===== src/slcr_pkg.sv =====
package slcr_pkg;
    // Frame geometry
    localparam int ADDR_BITS = 8;
    localparam int FRAME_BITS = 48;
    localparam int SEG_COUNT = 28;
    localparam int DUTY_BITS = 6;
    localparam logic [5:0] FRAME_BITS_CNT = 6'h30;
    localparam logic [5:0] CNT_MAX = 6'h3F;
    // Device address; the value is arbitrary
    localparam logic [7:0] DEV_ADDR_DEFAULT = 8'h5A;
    // Field positions inside a received frame (first bit lands at 0)
    localparam int F_DT0 = 28;
    localparam int F_DT1 = 29;
    localparam int F_FC_LSB = 30;
    localparam int F_DN = 34;
    localparam int F_EXF = 35;
    localparam int F_OC = 36;
    localparam int F_SC = 37;
    localparam int F_BU = 38;
    localparam int F_P_LSB = 39;
    localparam int F_W1_LSB = 0;
    localparam int F_W2_LSB = 6;
    localparam int F_W3_LSB = 12;
    localparam int F_KIND_LSB = 46;
    localparam logic [1:0] KIND_DISPLAY = 2'h0;
    localparam logic [1:0] KIND_PULSE = 2'h1;
    // APB map
    localparam logic [7:0] REG_CTRL = 8'h00;
    localparam logic [7:0] REG_STATUS = 8'h04;
    localparam logic [7:0] REG_GOOD = 8'h08;
    localparam logic [7:0] REG_BAD = 8'h0C;
    localparam logic CTRL_RESET = 1'b1;
    localparam int CNT_W = 16;

    typedef enum logic {RX_ADDR, RX_DATA} slcr_rx_state_t;
    typedef enum logic [1:0] {
        DRV_QUARTER, DRV_THIRD, DRV_HALF, DRV_STATIC
    } slcr_drive_t;

    typedef struct packed {
        logic [SEG_COUNT-1:0] segment_data_bits;
        logic drive_type_bit0;
        logic drive_type_bit1;
        logic [3:0] frame_rate_sel;
        logic last_segment_enable;
        logic ext_clock_rate_sel;
        logic clock_source_sel;
        logic all_segments_blank;
        logic low_power_sel;
        logic [2:0] port_pin_function_sel;
        logic [DUTY_BITS-1:0] pulse_duty_ch1;
        logic [DUTY_BITS-1:0] pulse_duty_ch2;
        logic [DUTY_BITS-1:0] pulse_duty_ch3;
    } slcr_cfg_t;

    typedef struct packed {
        logic [23:0] segment_outputs;
        logic common_out_1;
        logic common2_or_segment;
        logic common3_or_segment;
        logic common4_or_segment;
        logic last_segment_out;
    } slcr_pins_t;
endpackage


===== src/slcr_receiver.sv =====
module slcr_receiver #(
    parameter logic [7:0] DEV_ADDR = slcr_pkg::DEV_ADDR_DEFAULT,
    parameter int HALF_FRAME_CYCLES = 2500
) (
    input wire logic pclk,
    input wire logic presetn,
    input wire logic clk_en,
    input wire logic psel,
    input wire logic penable,
    input wire logic pwrite,
    input wire logic [7:0] paddr,
    input wire logic [31:0] pwdata,
    output logic [31:0] prdata,
    output logic pready,
    output logic pslverr,
    input wire logic chip_enable_in,
    input wire logic serial_bit_clock_in,
    input wire logic serial_bit_in,
    input wire logic display_off_n,
    output slcr_pkg::slcr_cfg_t cfg,
    output slcr_pkg::slcr_pins_t pins,
    output logic ext_rate_effective,
    output logic osc_running
);
    import slcr_pkg::*;

    logic [3:0] sync1, sync2, sync3;
    logic ce_s, ce_d, cl_s, cl_d, di_s, disp_on;
    logic ce_rise, ce_fall, cl_rise;
    slcr_rx_state_t state, next_state;
    logic [ADDR_BITS-1:0] addr_sr, next_addr_sr;
    logic [FRAME_BITS-1:0] sr, next_sr;
    logic [5:0] cnt, next_cnt;
    logic addr_ok, next_addr_ok;
    slcr_cfg_t cfg_q, next_cfg;
    logic [CNT_W-1:0] good_cnt, next_good, bad_cnt, next_bad;
    logic rx_enable, next_rx_enable;
    logic [31:0] next_prdata;
    logic [19:0] tmr, next_tmr, half_limit;
    logic phase, next_phase, half_tick;
    logic [1:0] slot, next_slot, duty_last;
    slcr_drive_t mode;
    logic [SEG_COUNT-1:0] seg_lvl;
    logic [3:0] port_mask;
    slcr_pins_t next_pins;

    // Two-flop synchronisers plus one delay stage for edge finding
    always_ff @(posedge pclk or negedge presetn) begin
        if (!presetn) begin
            sync1 <= 4'h0;
            sync2 <= 4'h0;
            sync3 <= 4'h0;
        end else if (clk_en) begin
            sync1 <= {chip_enable_in, serial_bit_clock_in, serial_bit_in,
                      display_off_n};
            sync2 <= sync1;
            sync3 <= sync2;
        end
    end

    // Only the second and third stages are looked at
    assign ce_s = sync2[3];
    assign ce_d = sync3[3];
    assign cl_s = sync2[2];
    assign cl_d = sync3[2];
    assign di_s = sync2[1];
    assign disp_on = sync2[0];
    assign ce_rise = ce_s & ~ce_d;
    assign ce_fall = ~ce_s & ce_d;
    assign cl_rise = cl_s & ~cl_d;

    // Receiver: works on edges only, so the clock idle level is free
    always_comb begin
        next_state = state;
        next_addr_sr = addr_sr;
        next_sr = sr;
        next_cnt = cnt;
        next_addr_ok = addr_ok;
        next_cfg = cfg_q;
        next_good = good_cnt;
        next_bad = bad_cnt;
        case (state)
            RX_ADDR: begin
                if (cl_rise) begin
                    next_addr_sr = {di_s, addr_sr[ADDR_BITS-1:1]};
                end
                if (ce_rise) begin
                    next_state = RX_DATA;
                    next_addr_ok = (next_addr_sr == DEV_ADDR);
                    next_cnt = 6'h00;
                end
            end
            RX_DATA: begin
                if (cl_rise) begin
                    next_sr = {di_s, sr[FRAME_BITS-1:1]};
                    if (cnt != CNT_MAX) begin
                        next_cnt = cnt + 6'h01;
                    end
                end
                if (ce_fall) begin
                    next_state = RX_ADDR;
                    if (addr_ok && rx_enable) begin
                        if (next_cnt == FRAME_BITS_CNT &&
                            next_sr[F_KIND_LSB+:2] == KIND_DISPLAY) begin
                            next_cfg.segment_data_bits =
                                next_sr[SEG_COUNT-1:0];
                            next_cfg.drive_type_bit0 = next_sr[F_DT0];
                            next_cfg.drive_type_bit1 = next_sr[F_DT1];
                            next_cfg.frame_rate_sel =
                                next_sr[F_FC_LSB+:4];
                            next_cfg.last_segment_enable = next_sr[F_DN];
                            next_cfg.ext_clock_rate_sel = next_sr[F_EXF];
                            next_cfg.clock_source_sel = next_sr[F_OC];
                            next_cfg.all_segments_blank =
                                next_sr[F_SC];
                            next_cfg.low_power_sel = next_sr[F_BU];
                            next_cfg.port_pin_function_sel =
                                next_sr[F_P_LSB+:3];
                            next_good = good_cnt + 16'h0001;
                        end else if (next_cnt == FRAME_BITS_CNT &&
                            next_sr[F_KIND_LSB+:2] == KIND_PULSE) begin
                            next_cfg.pulse_duty_ch1 =
                                next_sr[F_W1_LSB+:DUTY_BITS];
                            next_cfg.pulse_duty_ch2 =
                                next_sr[F_W2_LSB+:DUTY_BITS];
                            next_cfg.pulse_duty_ch3 =
                                next_sr[F_W3_LSB+:DUTY_BITS];
                            next_good = good_cnt + 16'h0001;
                        end else begin
                            next_bad = bad_cnt + 16'h0001;
                        end
                    end
                end
            end
            default: next_state = RX_ADDR;
        endcase
    end

    // Receiver registers; the serial frame is the only writer of cfg
    always_ff @(posedge pclk or negedge presetn) begin
        if (!presetn) begin
            state <= RX_ADDR;
            addr_sr <= 8'h00;
            sr <= 48'h000000000000;
            cnt <= 6'h00;
            addr_ok <= 1'b0;
            cfg_q <= '0;
            good_cnt <= 16'h0000;
            bad_cnt <= 16'h0000;
        end else if (clk_en) begin
            state <= next_state;
            addr_sr <= next_addr_sr;
            sr <= next_sr;
            cnt <= next_cnt;
            addr_ok <= next_addr_ok;
            cfg_q <= next_cfg;
            good_cnt <= next_good;
            bad_cnt <= next_bad;
        end
    end

    assign cfg = cfg_q;
    assign ext_rate_effective =
        cfg_q.clock_source_sel & cfg_q.ext_clock_rate_sel;
    assign osc_running = disp_on;

    // Drive type decode, first listed bit (drive_type_bit0) is code bit 1
    always_comb begin
        case ({cfg_q.drive_type_bit0, cfg_q.drive_type_bit1})
            2'h0: mode = DRV_QUARTER;
            2'h2: mode = DRV_THIRD;
            2'h1: mode = DRV_HALF;
            default: mode = DRV_STATIC;
        endcase
        case (mode)
            DRV_QUARTER: duty_last = 2'h3;
            DRV_THIRD: duty_last = 2'h2;
            DRV_HALF: duty_last = 2'h1;
            default: duty_last = 2'h0;
        endcase
    end

    // Half-frame timer; it stands still with the oscillator
    assign half_limit = 20'(HALF_FRAME_CYCLES *
        (int'(cfg_q.frame_rate_sel) + 1) - 1);
    assign half_tick = disp_on && (tmr == half_limit);
    always_comb begin
        next_tmr = tmr;
        next_phase = phase;
        next_slot = slot;
        if (disp_on) begin
            next_tmr = tmr + 20'h00001;
            if (half_tick || tmr > half_limit) begin
                next_tmr = 20'h00000;
                next_phase = ~phase;
                if (phase) begin
                    next_slot = (slot >= duty_last) ? 2'h0 : slot + 2'h1;
                end
            end
        end
    end

    always_ff @(posedge pclk or negedge presetn) begin
        if (!presetn) begin
            tmr <= 20'h00000;
            phase <= 1'b0;
            slot <= 2'h0;
        end else if (clk_en) begin
            tmr <= next_tmr;
            phase <= next_phase;
            slot <= next_slot;
        end
    end

    // Segment level: equal to common when off, opposite when on
    for (genvar i = 0; i < SEG_COUNT; i++) begin : g_seg
        assign seg_lvl[i] = (cfg_q.segment_data_bits[i] &
            ~cfg_q.all_segments_blank) ^ phase;
    end

    // Pin mux; multiplexed bias levels are left to the analog stage
    // Function code bit 0 is the first listed select bit
    always_comb begin
        case (cfg_q.port_pin_function_sel)
            3'h4: port_mask = 4'h1;
            3'h2: port_mask = 4'h3;
            3'h6: port_mask = 4'h7;
            3'h1: port_mask = 4'hF;
            default: port_mask = 4'h0;
        endcase
        next_pins = '0;
        next_pins.segment_outputs = seg_lvl[23:0];
        next_pins.segment_outputs[3:0] =
            (port_mask & cfg_q.segment_data_bits[3:0]) |
            (~port_mask & seg_lvl[3:0]);
        // Static ignores the slot, which may be stale after a mode change
        next_pins.common_out_1 =
            (mode == DRV_STATIC || slot == 2'h0) & phase;
        next_pins.common2_or_segment = (mode == DRV_STATIC) ?
            seg_lvl[26] : ((slot == 2'h1) & phase);
        next_pins.common3_or_segment =
            (mode == DRV_STATIC || mode == DRV_HALF) ?
            seg_lvl[25] : ((slot == 2'h2) & phase);
        next_pins.common4_or_segment = (mode != DRV_QUARTER) ?
            seg_lvl[24] : ((slot == 2'h3) & phase);
        next_pins.last_segment_out =
            cfg_q.last_segment_enable & seg_lvl[27];
        if (!disp_on) begin
            next_pins = '0;
        end
    end

    always_ff @(posedge pclk or negedge presetn) begin
        if (!presetn) begin
            pins <= '0;
        end else if (clk_en) begin
            pins <= next_pins;
        end
    end

    // APB slave, zero wait states; read data latched in the setup cycle
    assign pready = 1'b1;
    assign pslverr = psel && penable && !(paddr == REG_CTRL ||
        paddr == REG_STATUS || paddr == REG_GOOD || paddr == REG_BAD);
    always_comb begin
        next_rx_enable = rx_enable;
        next_prdata = prdata;
        if (psel && penable && pwrite && paddr == REG_CTRL) begin
            next_rx_enable = pwdata[0];
        end
        if (psel && !penable && !pwrite) begin
            case (paddr)
                REG_CTRL: next_prdata = {31'h00000000, rx_enable};
                REG_STATUS: next_prdata = {25'h0000000, disp_on,
                    state == RX_DATA, cfg_q.low_power_sel,
                    cfg_q.all_segments_blank, cfg_q.drive_type_bit1,
                    cfg_q.drive_type_bit0, disp_on};
                REG_GOOD: next_prdata = {16'h0000, good_cnt};
                REG_BAD: next_prdata = {16'h0000, bad_cnt};
                default: next_prdata = 32'h00000000;
            endcase
        end
    end

    always_ff @(posedge pclk or negedge presetn) begin
        if (!presetn) begin
            rx_enable <= CTRL_RESET;
            prdata <= 32'h00000000;
        end else if (clk_en) begin
            rx_enable <= next_rx_enable;
            prdata <= next_prdata;
        end
    end
endmodule // slcr_receiver


===== config.mk =====
export PLATFORM = sky130hd
export DESIGN_NAME = slcr_receiver
export DESIGN_NICKNAME = d
export VERILOG_FILES = /design/src/slcr_pkg.sv /design/src/slcr_receiver.sv
export SDC_FILE = /design/constraint.sdc
export NUM_CORES = 1
export LEC_CHECK = 0
export BUFFER_PORTS_ARGS = -buffer_cell sky130_fd_sc_hd__buf_2
export CAP_MARGIN = 20
export CORE_MARGIN = 10
export CORE_UTILIZATION = 55
export CTS_CLUSTER_DIAMETER = 200
export CTS_CLUSTER_SIZE = 25
export DETAILED_ROUTE_END_ITERATION = 6
export PLACE_DENSITY = 0.79
export SLEW_MARGIN = 20
export SYNTH_ARGS = -nofsm -noshare
export SYNTH_HDL_FRONTEND = slang
export SYNTH_SLANG_ARGS = --single-unit

===== constraint.sdc =====
create_clock -name pclk -period 19.05 [get_ports pclk]
set_input_delay 4.7625 -clock pclk [delete_from_list [all_inputs] [get_ports pclk]]
set_output_delay 4.7625 -clock pclk [all_outputs]
set_load 0.005 [all_outputs]

==> impl_metrics.json, run 1 <==
{
  "status": "finished, final reports clean",
  "routabilityCongestion": 0.831,
  "die_area_um2": 29100,
  "crit_path_end_kind": "output port",
  "ys_seq_area_frac": 0.471,
  "p_leak_uw": 0.00682,
  "cts_root_buf": "clkbuf_16",
  "portBuffers": 126,
  "seq_power_share": 0.587,
  "post-cts-setup-buffers": 0,
  "max_freq_mhz": 92.2,
  "cts_made_buffers": 13,
  "drv_slew": 0,
  "drt_first_pass_iters": 5,
  "routed_via_density": 5.55,
  "slowest_stage": "or4_1",
  "worst_pin_slew_ps": 901,
  "final-setup-viol-count": 0,
  "grt_max_degree": 110,
  "syn_inst": 1191,
  "crit_path_start_kind": "input pin",
  "synth_top_flop_cell": "dfrtp_1",
  "drive_gt1_frac": 0.219,
  "die_w_um": 171,
  "synth-edff-count": 0,
  "crit_chain": "buf_2 > or4_1 > nor3_1 > nor2_1 > buf_2",
  "synth_commonest_cells": "234 x dfrtp_1, 147 x nand2_1, 100 x mux2_2",
  "synth-warning-count": 0,
  "placed_cells": 1548,
  "post-route-period-util": 0.570,
  "p_int_uw": 686,
  "grt_first_pass_wirelength_mm": 44.4,
  "ir_drop_mv": 0.0744,
  "htree_levels": 1,
  "vias": 8689,
  "yosysMostFrequentCell": "dfrtp_1",
  "synthToLayoutAreaGrowth_pct": 8.59,
  "drt-total-wl_mm": 26.7,
  "cp_slowest_stage_delay_ps": 510,
  "powerDensity_nw_per_um2": 68.2,
  "grt_overflow": 0,
  "period_minus_slack_ps": 10850,
  "pin_count": 175,
  "avgSynthCellArea_um2": 10.5,
  "clk_pin_slew_ps": 100,
  "synthArstFlopShare": 1.00,
  "wl_per_cell_um": 17.1,
  "clock_skew_ps": 25.7,
  "clock-sinks": 235,
  "combPwrFrac": 0.098,
  "synth_cell_type_count": 72,
  "cts_tree": "done",
  "syn_area_um2": 12500,
  "path_delay_family": "simple AND/OR/NAND/NOR gates",
  "synth_seq_cells": 235,
  "initial_core_util": 0.554,
  "cap_violations": 0,
  "ant_nets": 0,
  "crit_top_cell": "buf_2",
  "yosysTopAreaCell": "dfrtp_1",
  "dp.final_hpwl_mm": 18.9,
  "hold_buffers": 0,
  "holdCritPathClass": "flop to flop",
  "antenna_found_initial": 0,
  "post_cts_resized": 0,
  "cp.arrival_ps": 6090,
  "p_sw_frac": 0.257,
  "path_class": "input pin to output port",
  "rsz0062_at_grt": "no",
  "synth_area_leaders": "dfrtp_1 47%, mux2_2 9.0%, ha_1 5.6%",
  "num_rows": 55,
  "clock_latency_ps": 490,
  "core_area_um2": 22500,
  "cp.required_ps": 14290,
  "fill_cells": 1931,
  "p_clk_frac": 0.315,
  "worstPathMaxFanout": 6,
  "n_antenna_cell": 0,
  "finalHoldViolCount": 0,
  "nets": 1388,
  "first_iter_violations": 489,
  "grt_pass1_vias": 8588,
  "slew-limit-headroom": 0.400,
  "synth_top_area_share": 0.469,
  "clock_path_buffers": 3,
  "drc": 0,
  "fin_cells": 1566,
  "path_buf_inv": 2,
  "grt_use_total": 0.184,
  "p_sw_uw": 238,
  "die_h_um": 171,
  "setup_tns_ps": 0
}
routing by layer:
| layer | up-vias | track usage | wire, um |
|---|---|---|---|
| li1 | 4240 | - | - |
| met2 | 190 | 0.292 | 12200 |
| met1 | 4236 | 0.249 | 12300 |
| met5 | - | 0 | 0 |
| met3 | 23 | 0.0486 | 1880 |
| met4 | 0 | 0.0359 | 345 |
layout by cell type (no fill, tap or decap), types with 4 or more instances in the layout:
cell,netlist,layout
dfrtp_1,234,233
nand2_1,147,145
buf_2,1,125
mux2_2,100,100
o21ai_0,75,75
xnor2_1,57,57
inv_1,56,56
ha_1,56,56
nor2_1,48,48
nand3_1,41,40
xor2_1,30,30
o22ai_1,28,28
nor2b_1,27,27
mux2i_1,26,26
a21oi_1,25,25
and3_1,20,20
conb_1,2,17
a22oi_1,15,15
clkbuf_16,0,13
mux2_4,10,10
nand4_1,10,10
nor3_1,9,9
nand2b_1,9,8
and2_1,7,7
buf_4,17,7
a211oi_1,6,6
o31ai_1,6,6
nor4_1,5,5
and4_1,5,5
fa_1,4,4
flip-flops by register name, indices dropped and copies added (netlist names):
signal / flops
bad_cnt: 16
sr: 48
sync3: 2
phase: 1
addr_sr: 8
slot: 2
pins: 29
cfg: 60
rx_enable: 1
prdata: 16
addr_ok: 1
sync2: 4
state: 1
sync1: 4
tmr: 20
cnt: 6
good_cnt: 16
layout make-up:
class | instances | area (um^2) | area share
Sequential cell | 235 | 5880 | 0.434
Multi-Input combinational cell | 839 | 6040 | 0.446
Timing Repair Buffer | 133 | 693 | 0.0512
Inverter | 56 | 210 | 0.0155
Clock inverter | 2 | 25.0 | 0.00185
Tap cell | 285 | 357 | 0.0263
Clock buffer | 16 | 337 | 0.0248
path summary, 6_finish.rpt:
check                                 start           to  slack, ps  depth (start not counted)
min in group asynchronous           presetn    prdata[9]       4320                          1
worst max-delay path               paddr[5]      pslverr       8200                          5
max in group asynchronous           presetn        phase      13300                          2
worst min-delay path            bad_cnt[15]  bad_cnt[15]        480                          1
worst min register to register  bad_cnt[15]  bad_cnt[15]        480                          1
worst max register to register      cfg[26]        phase      11820                         20
worst register-to-register path: stages, from the launching register on:
cell	delay, ps
dfrtp_1	560
nand3_1	140
xor2_1	720
fa_1	560
ha_1	310
ha_1	300
ha_1	410
a21oi_1	200
o22ai_1	130
o32a_1	330
nand3b_1	230
nor2_1	190
and3b_1	210
or4b_1	520
ha_1	340
nand2_1	70
o21ai_0	320
a211oi_1	100
a221oi_1	690
and2_1	630
xor2_1	130
power groups by stage:
stage	sequential (uW)	clock, uW	combinational [uW]
2_1_floorplan	543	0	69.4
3_3_place_gp	550	0	87.2
3_5_place_dp	551	0	90.4
4_1_cts	542	300	90.7
5_1_grt	546	318	103
6_report	542	291	90.5
metrics by stage:
step / power [uW] / hold WS [ps] / setup slack, ps / instance area [um^2] / utilization
2_1_floorplan: 612 / 442 / 8560 / 12500 / -
3_3_place_gp: 637 / 459 / 8270 / 13200 / 0.585
3_5_place_dp: 642 / 463 / 8220 / 13200 / 0.585
4_1_cts: 932 / 477 / 8210 / 13500 / 0.602
5_1_grt: 966 / 500 / 8100 / 13500 / 0.602
6_report: 923 / 476 / 8200 / 13500 / 0.602
cell families (layout without fill, tap and decap cells):
kind of cell | Yosys count | after routing | share of synthesized area
flip-flops | 235 | 235 | 0.471
adder cells (fa/ha/maj) | 60 | 60 | 0.0626
buffers and inverters | 132 | 207 | 0.0504
AND/OR/NAND/NOR | 358 | 358 | 0.141
XOR/XNOR | 87 | 87 | 0.0611
AO/OA/AOI/OAI | 180 | 180 | 0.0874
multiplexers | 137 | 137 | 0.125
other | 2 | 17 | 0.000602
No activity file was read; power rests on OpenSTA's default activity.
==> inputs of run 2 (changes only) <==
- ABC_AREA: default -> 1
- clock period: 19.05 -> 10.88 ns (I/O delays scaled with it)
==> run 2 against run 1 <==
Compared with the run above:
- routed wire length increased by 20%
- clock skew rose by 5.4 ps
- largest cell class unchanged
- sequential power rose by 110%
==> impl_metrics.json, run 2 <==
{
  "n_antenna_cell": 0,
  "synthToLayoutAreaGrowth_pct": 8.29,
  "worstPathMaxFanout": 13,
  "post_cts_resized": 0,
  "clock-sinks": 235,
  "slew-limit-headroom": 0.297,
  "final_common_cell": "nand2_1",
  "yosysMostFrequentCell": "nand2_1",
  "routabilityCongestion": 0.921,
  "synth_cell_type_count": 53,
  "pin_count": 175,
  "drt-total-wl_mm": 32.1,
  "critPathLaunch": "cfg[26]",
  "path_delay_family": "adder cells",
  "p_sw_uw": 799,
  "clock_latency_ps": 480,
  "die_area_um2": 30400,
  "rsz0062_at_grt": "no",
  "ant_nets": 0,
  "design_area_um2": 14200,
  "cap_violations": 0,
  "p_int_uw": 1440,
  "cts_root_buf": "clkbuf_16",
  "drv_slew": 0,
  "syn_area_um2": 13100,
  "post-route-period-util": 0.578,
  "wl_per_cell_um": 16.2,
  "worst_pin_slew_ps": 1050,
  "layout_common_cells": "375 x nand2_1, 234 x dfrtp_1, 182 x inv_1, 177 x o21ai_0, 125 x buf_2",
  "initial_core_util": 0.557,
  "crit_path_start_kind": "flop",
  "yosysTopAreaCell": "dfrtp_1",
  "fill_cells": 2078,
  "hold_buffers": 0,
  "grt_overflow": 0,
  "p_leak_uw": 0.00734,
  "die_w_um": 174,
  "synth_commonest_cells": "375 x nand2_1, 234 x dfrtp_1, 183 x inv_1",
  "period_minus_slack_ps": 6280,
  "avgSynthCellArea_um2": 8.29,
  "largest_register_ffs": 60,
  "drt_first_pass_iters": 5,
  "grt_use_total": 0.206,
  "synth_seq_cells": 235,
  "crit_path_end_kind": "flop",
  "crit_top_cell": "ha_1",
  "combPwrFrac": 0.255,
  "antenna_found_initial": 0,
  "core_area_um2": 23500,
  "grt_max_degree": 87,
  "cts_tree": "done",
  "ir_drop_mv": 0.0978,
  "drc": 0,
  "path_class": "flop to flop",
  "p_sw_frac": 0.357,
  "die_h_um": 174,
  "nets": 1775,
  "num_rows": 56,
  "drive_gt1_frac": 0.145,
  "status": "finished, final reports clean",
  "utilization": 0.604,
  "first_iter_violations": 999,
  "placed_cell_area_um2": 13800,
  "setup_tns_ps": 0,
  "muxShareOfSynthArea": 0.0100,
  "placed_cells": 1968,
  "synthArstFlopShare": 1.00,
  "final-setup-viol-count": 0,
  "max_freq_mhz": 159,
  "finalHoldViolCount": 0,
  "synth-compound-area-share": 0.136,
  "synth_area_leaders": "dfrtp_1 45%, nand2_1 11%, o21ai_0 6.8%",
  "rr_startpoint": "cfg[26]",
  "synth_top_flop_cell": "dfrtp_1",
  "clock_skew_ps": 31.0,
  "synth-xor-area-share": 0.0448,
  "fin_cells": 1987,
  "ys_seq_area_frac": 0.450,
  "syn_inst": 1579,
  "htree_levels": 1,
  "synth-edff-count": 0,
  "path_buf_inv": 4,
  "seq_power_share": 0.514,
  "grt_first_pass_wirelength_mm": 52.9,
  "dp.final_hpwl_mm": 23.3,
  "grt_pass1_vias": 10520,
  "cp.required_ps": 11250,
  "synth-warning-count": 0,
  "routed_via_density": 5.45,
  "cp.arrival_ps": 6650,
  "post-cts-setup-buffers": 0,
  "cts_made_buffers": 13,
  "synth-adder-area-share": 0.0597,
  "clock_path_buffers": 3,
  "hold_slack_ps": 476,
  "yosys.area_share.simple": 0.210,
  "cp_slowest_stage_delay_ps": 550,
  "p_clk_frac": 0.232,
  "holdCritPathClass": "flop to flop",
  "worstHoldStart": "bad_cnt[2]",
  "synth_top_family_by_area": "simple AND/OR/NAND/NOR gates",
  "portBuffers": 126,
  "synth_top_area_share": 0.448,
  "clk_pin_slew_ps": 110,
  "vias": 10825,
  "slowest_stage": "dfrtp_1",
  "powerDensity_nw_per_um2": 158
}
[run 2: cell types whose count changed after synthesis, moves of 33 or more]
cell | before | now
o21ai_2 | 0 | 33
o21ai_0 | 75 | 177
xnor2_1 | 57 | 9
inv_1 | 56 | 183
mux2_2 | 100 | 9
nand2_1 | 147 | 375
[run 2: routing by layer]
| layer | up-vias | track usage | routed length, um |
|---|---|---|---|
| met5 | - | 0 | 0 |
| met4 | 0 | 0.0641 | 886 |
| met3 | 57 | 0.0212 | 1520 |
| met2 | 280 | 0.362 | 16100 |
| met1 | 5224 | 0.262 | 13600 |
| li1 | 5264 | - | - |
[run 2: per-stage QoR]
step / setup slack [ps] / total power (uW)
6_report: 4600 / 2240
5_1_grt: 4030 / 2390
4_1_cts: 4580 / 2240
3_5_place_dp: 4640 / 1730
3_3_place_gp: 4710 / 1700
2_1_floorplan: 4930 / 1560
[run 2: cell families after synthesis]
| kind of cell | Yosys count |
|---|---|
| buf+inv | 270 |
| flops | 235 |
| fa+ha+maj | 60 |
| xor+xnor | 66 |
| mux | 12 |
| other cells | 2 |
| simple gates | 618 |
| compound gates | 316 |
[run 2: layout make-up]
cell class	count	area, um^2	share of cell area
sequential	235	5880	0.415
multi-input combinational	1089	6100	0.430
clock buffer	17	340	0.0240
clock inverter	1	16.3	0.00115
tap	319	399	0.0282
timing repair buffer	131	702	0.0495
inverter	195	732	0.0517
[run 2: path summary, 6_finish.rpt]
kind,slack (ps),endpoint,cells after the start
setup / recovery,4600,tmr[4],26
hold / removal,480,bad_cnt[2],1
setup reg to reg,4600,tmr[4],26
hold reg to reg,480,bad_cnt[2],1
max in group asynchronous,6570,cfg[7],3
min in group asynchronous,2200,tmr[13],1
[run 2: worst reg2reg max path, stage by stage (launching register included)]
cell and delay, ps:
dfrtp_1 550, ha_1 270, xor2_1 460, fa_1 510
ha_1 320, ha_1 310, ha_1 380, a21oi_1 210
nand2_1 120, xnor2_1 250, inv_1 70, nor2_1 220
nand2_1 130, nor3b_1 200, nand3_1 190, ha_1 360
nand2_1 70, inv_1 50, nand3_1 100, nor2_1 140
nand4_1 90, nand3_1 140, nand2_1 120, nor2_1 380
inv_1 340, nand3b_1 180, inv_1 50
[run 2: power by group through the flow]
stage,logic [uW],clock network [uW],registers (uW)
after floorplan,443,0,1110
after global placement,542,0,1150
after detailed placement,566,0,1160
after CTS,572,522,1150
after global routing,663,556,1170
final,569,518,1150
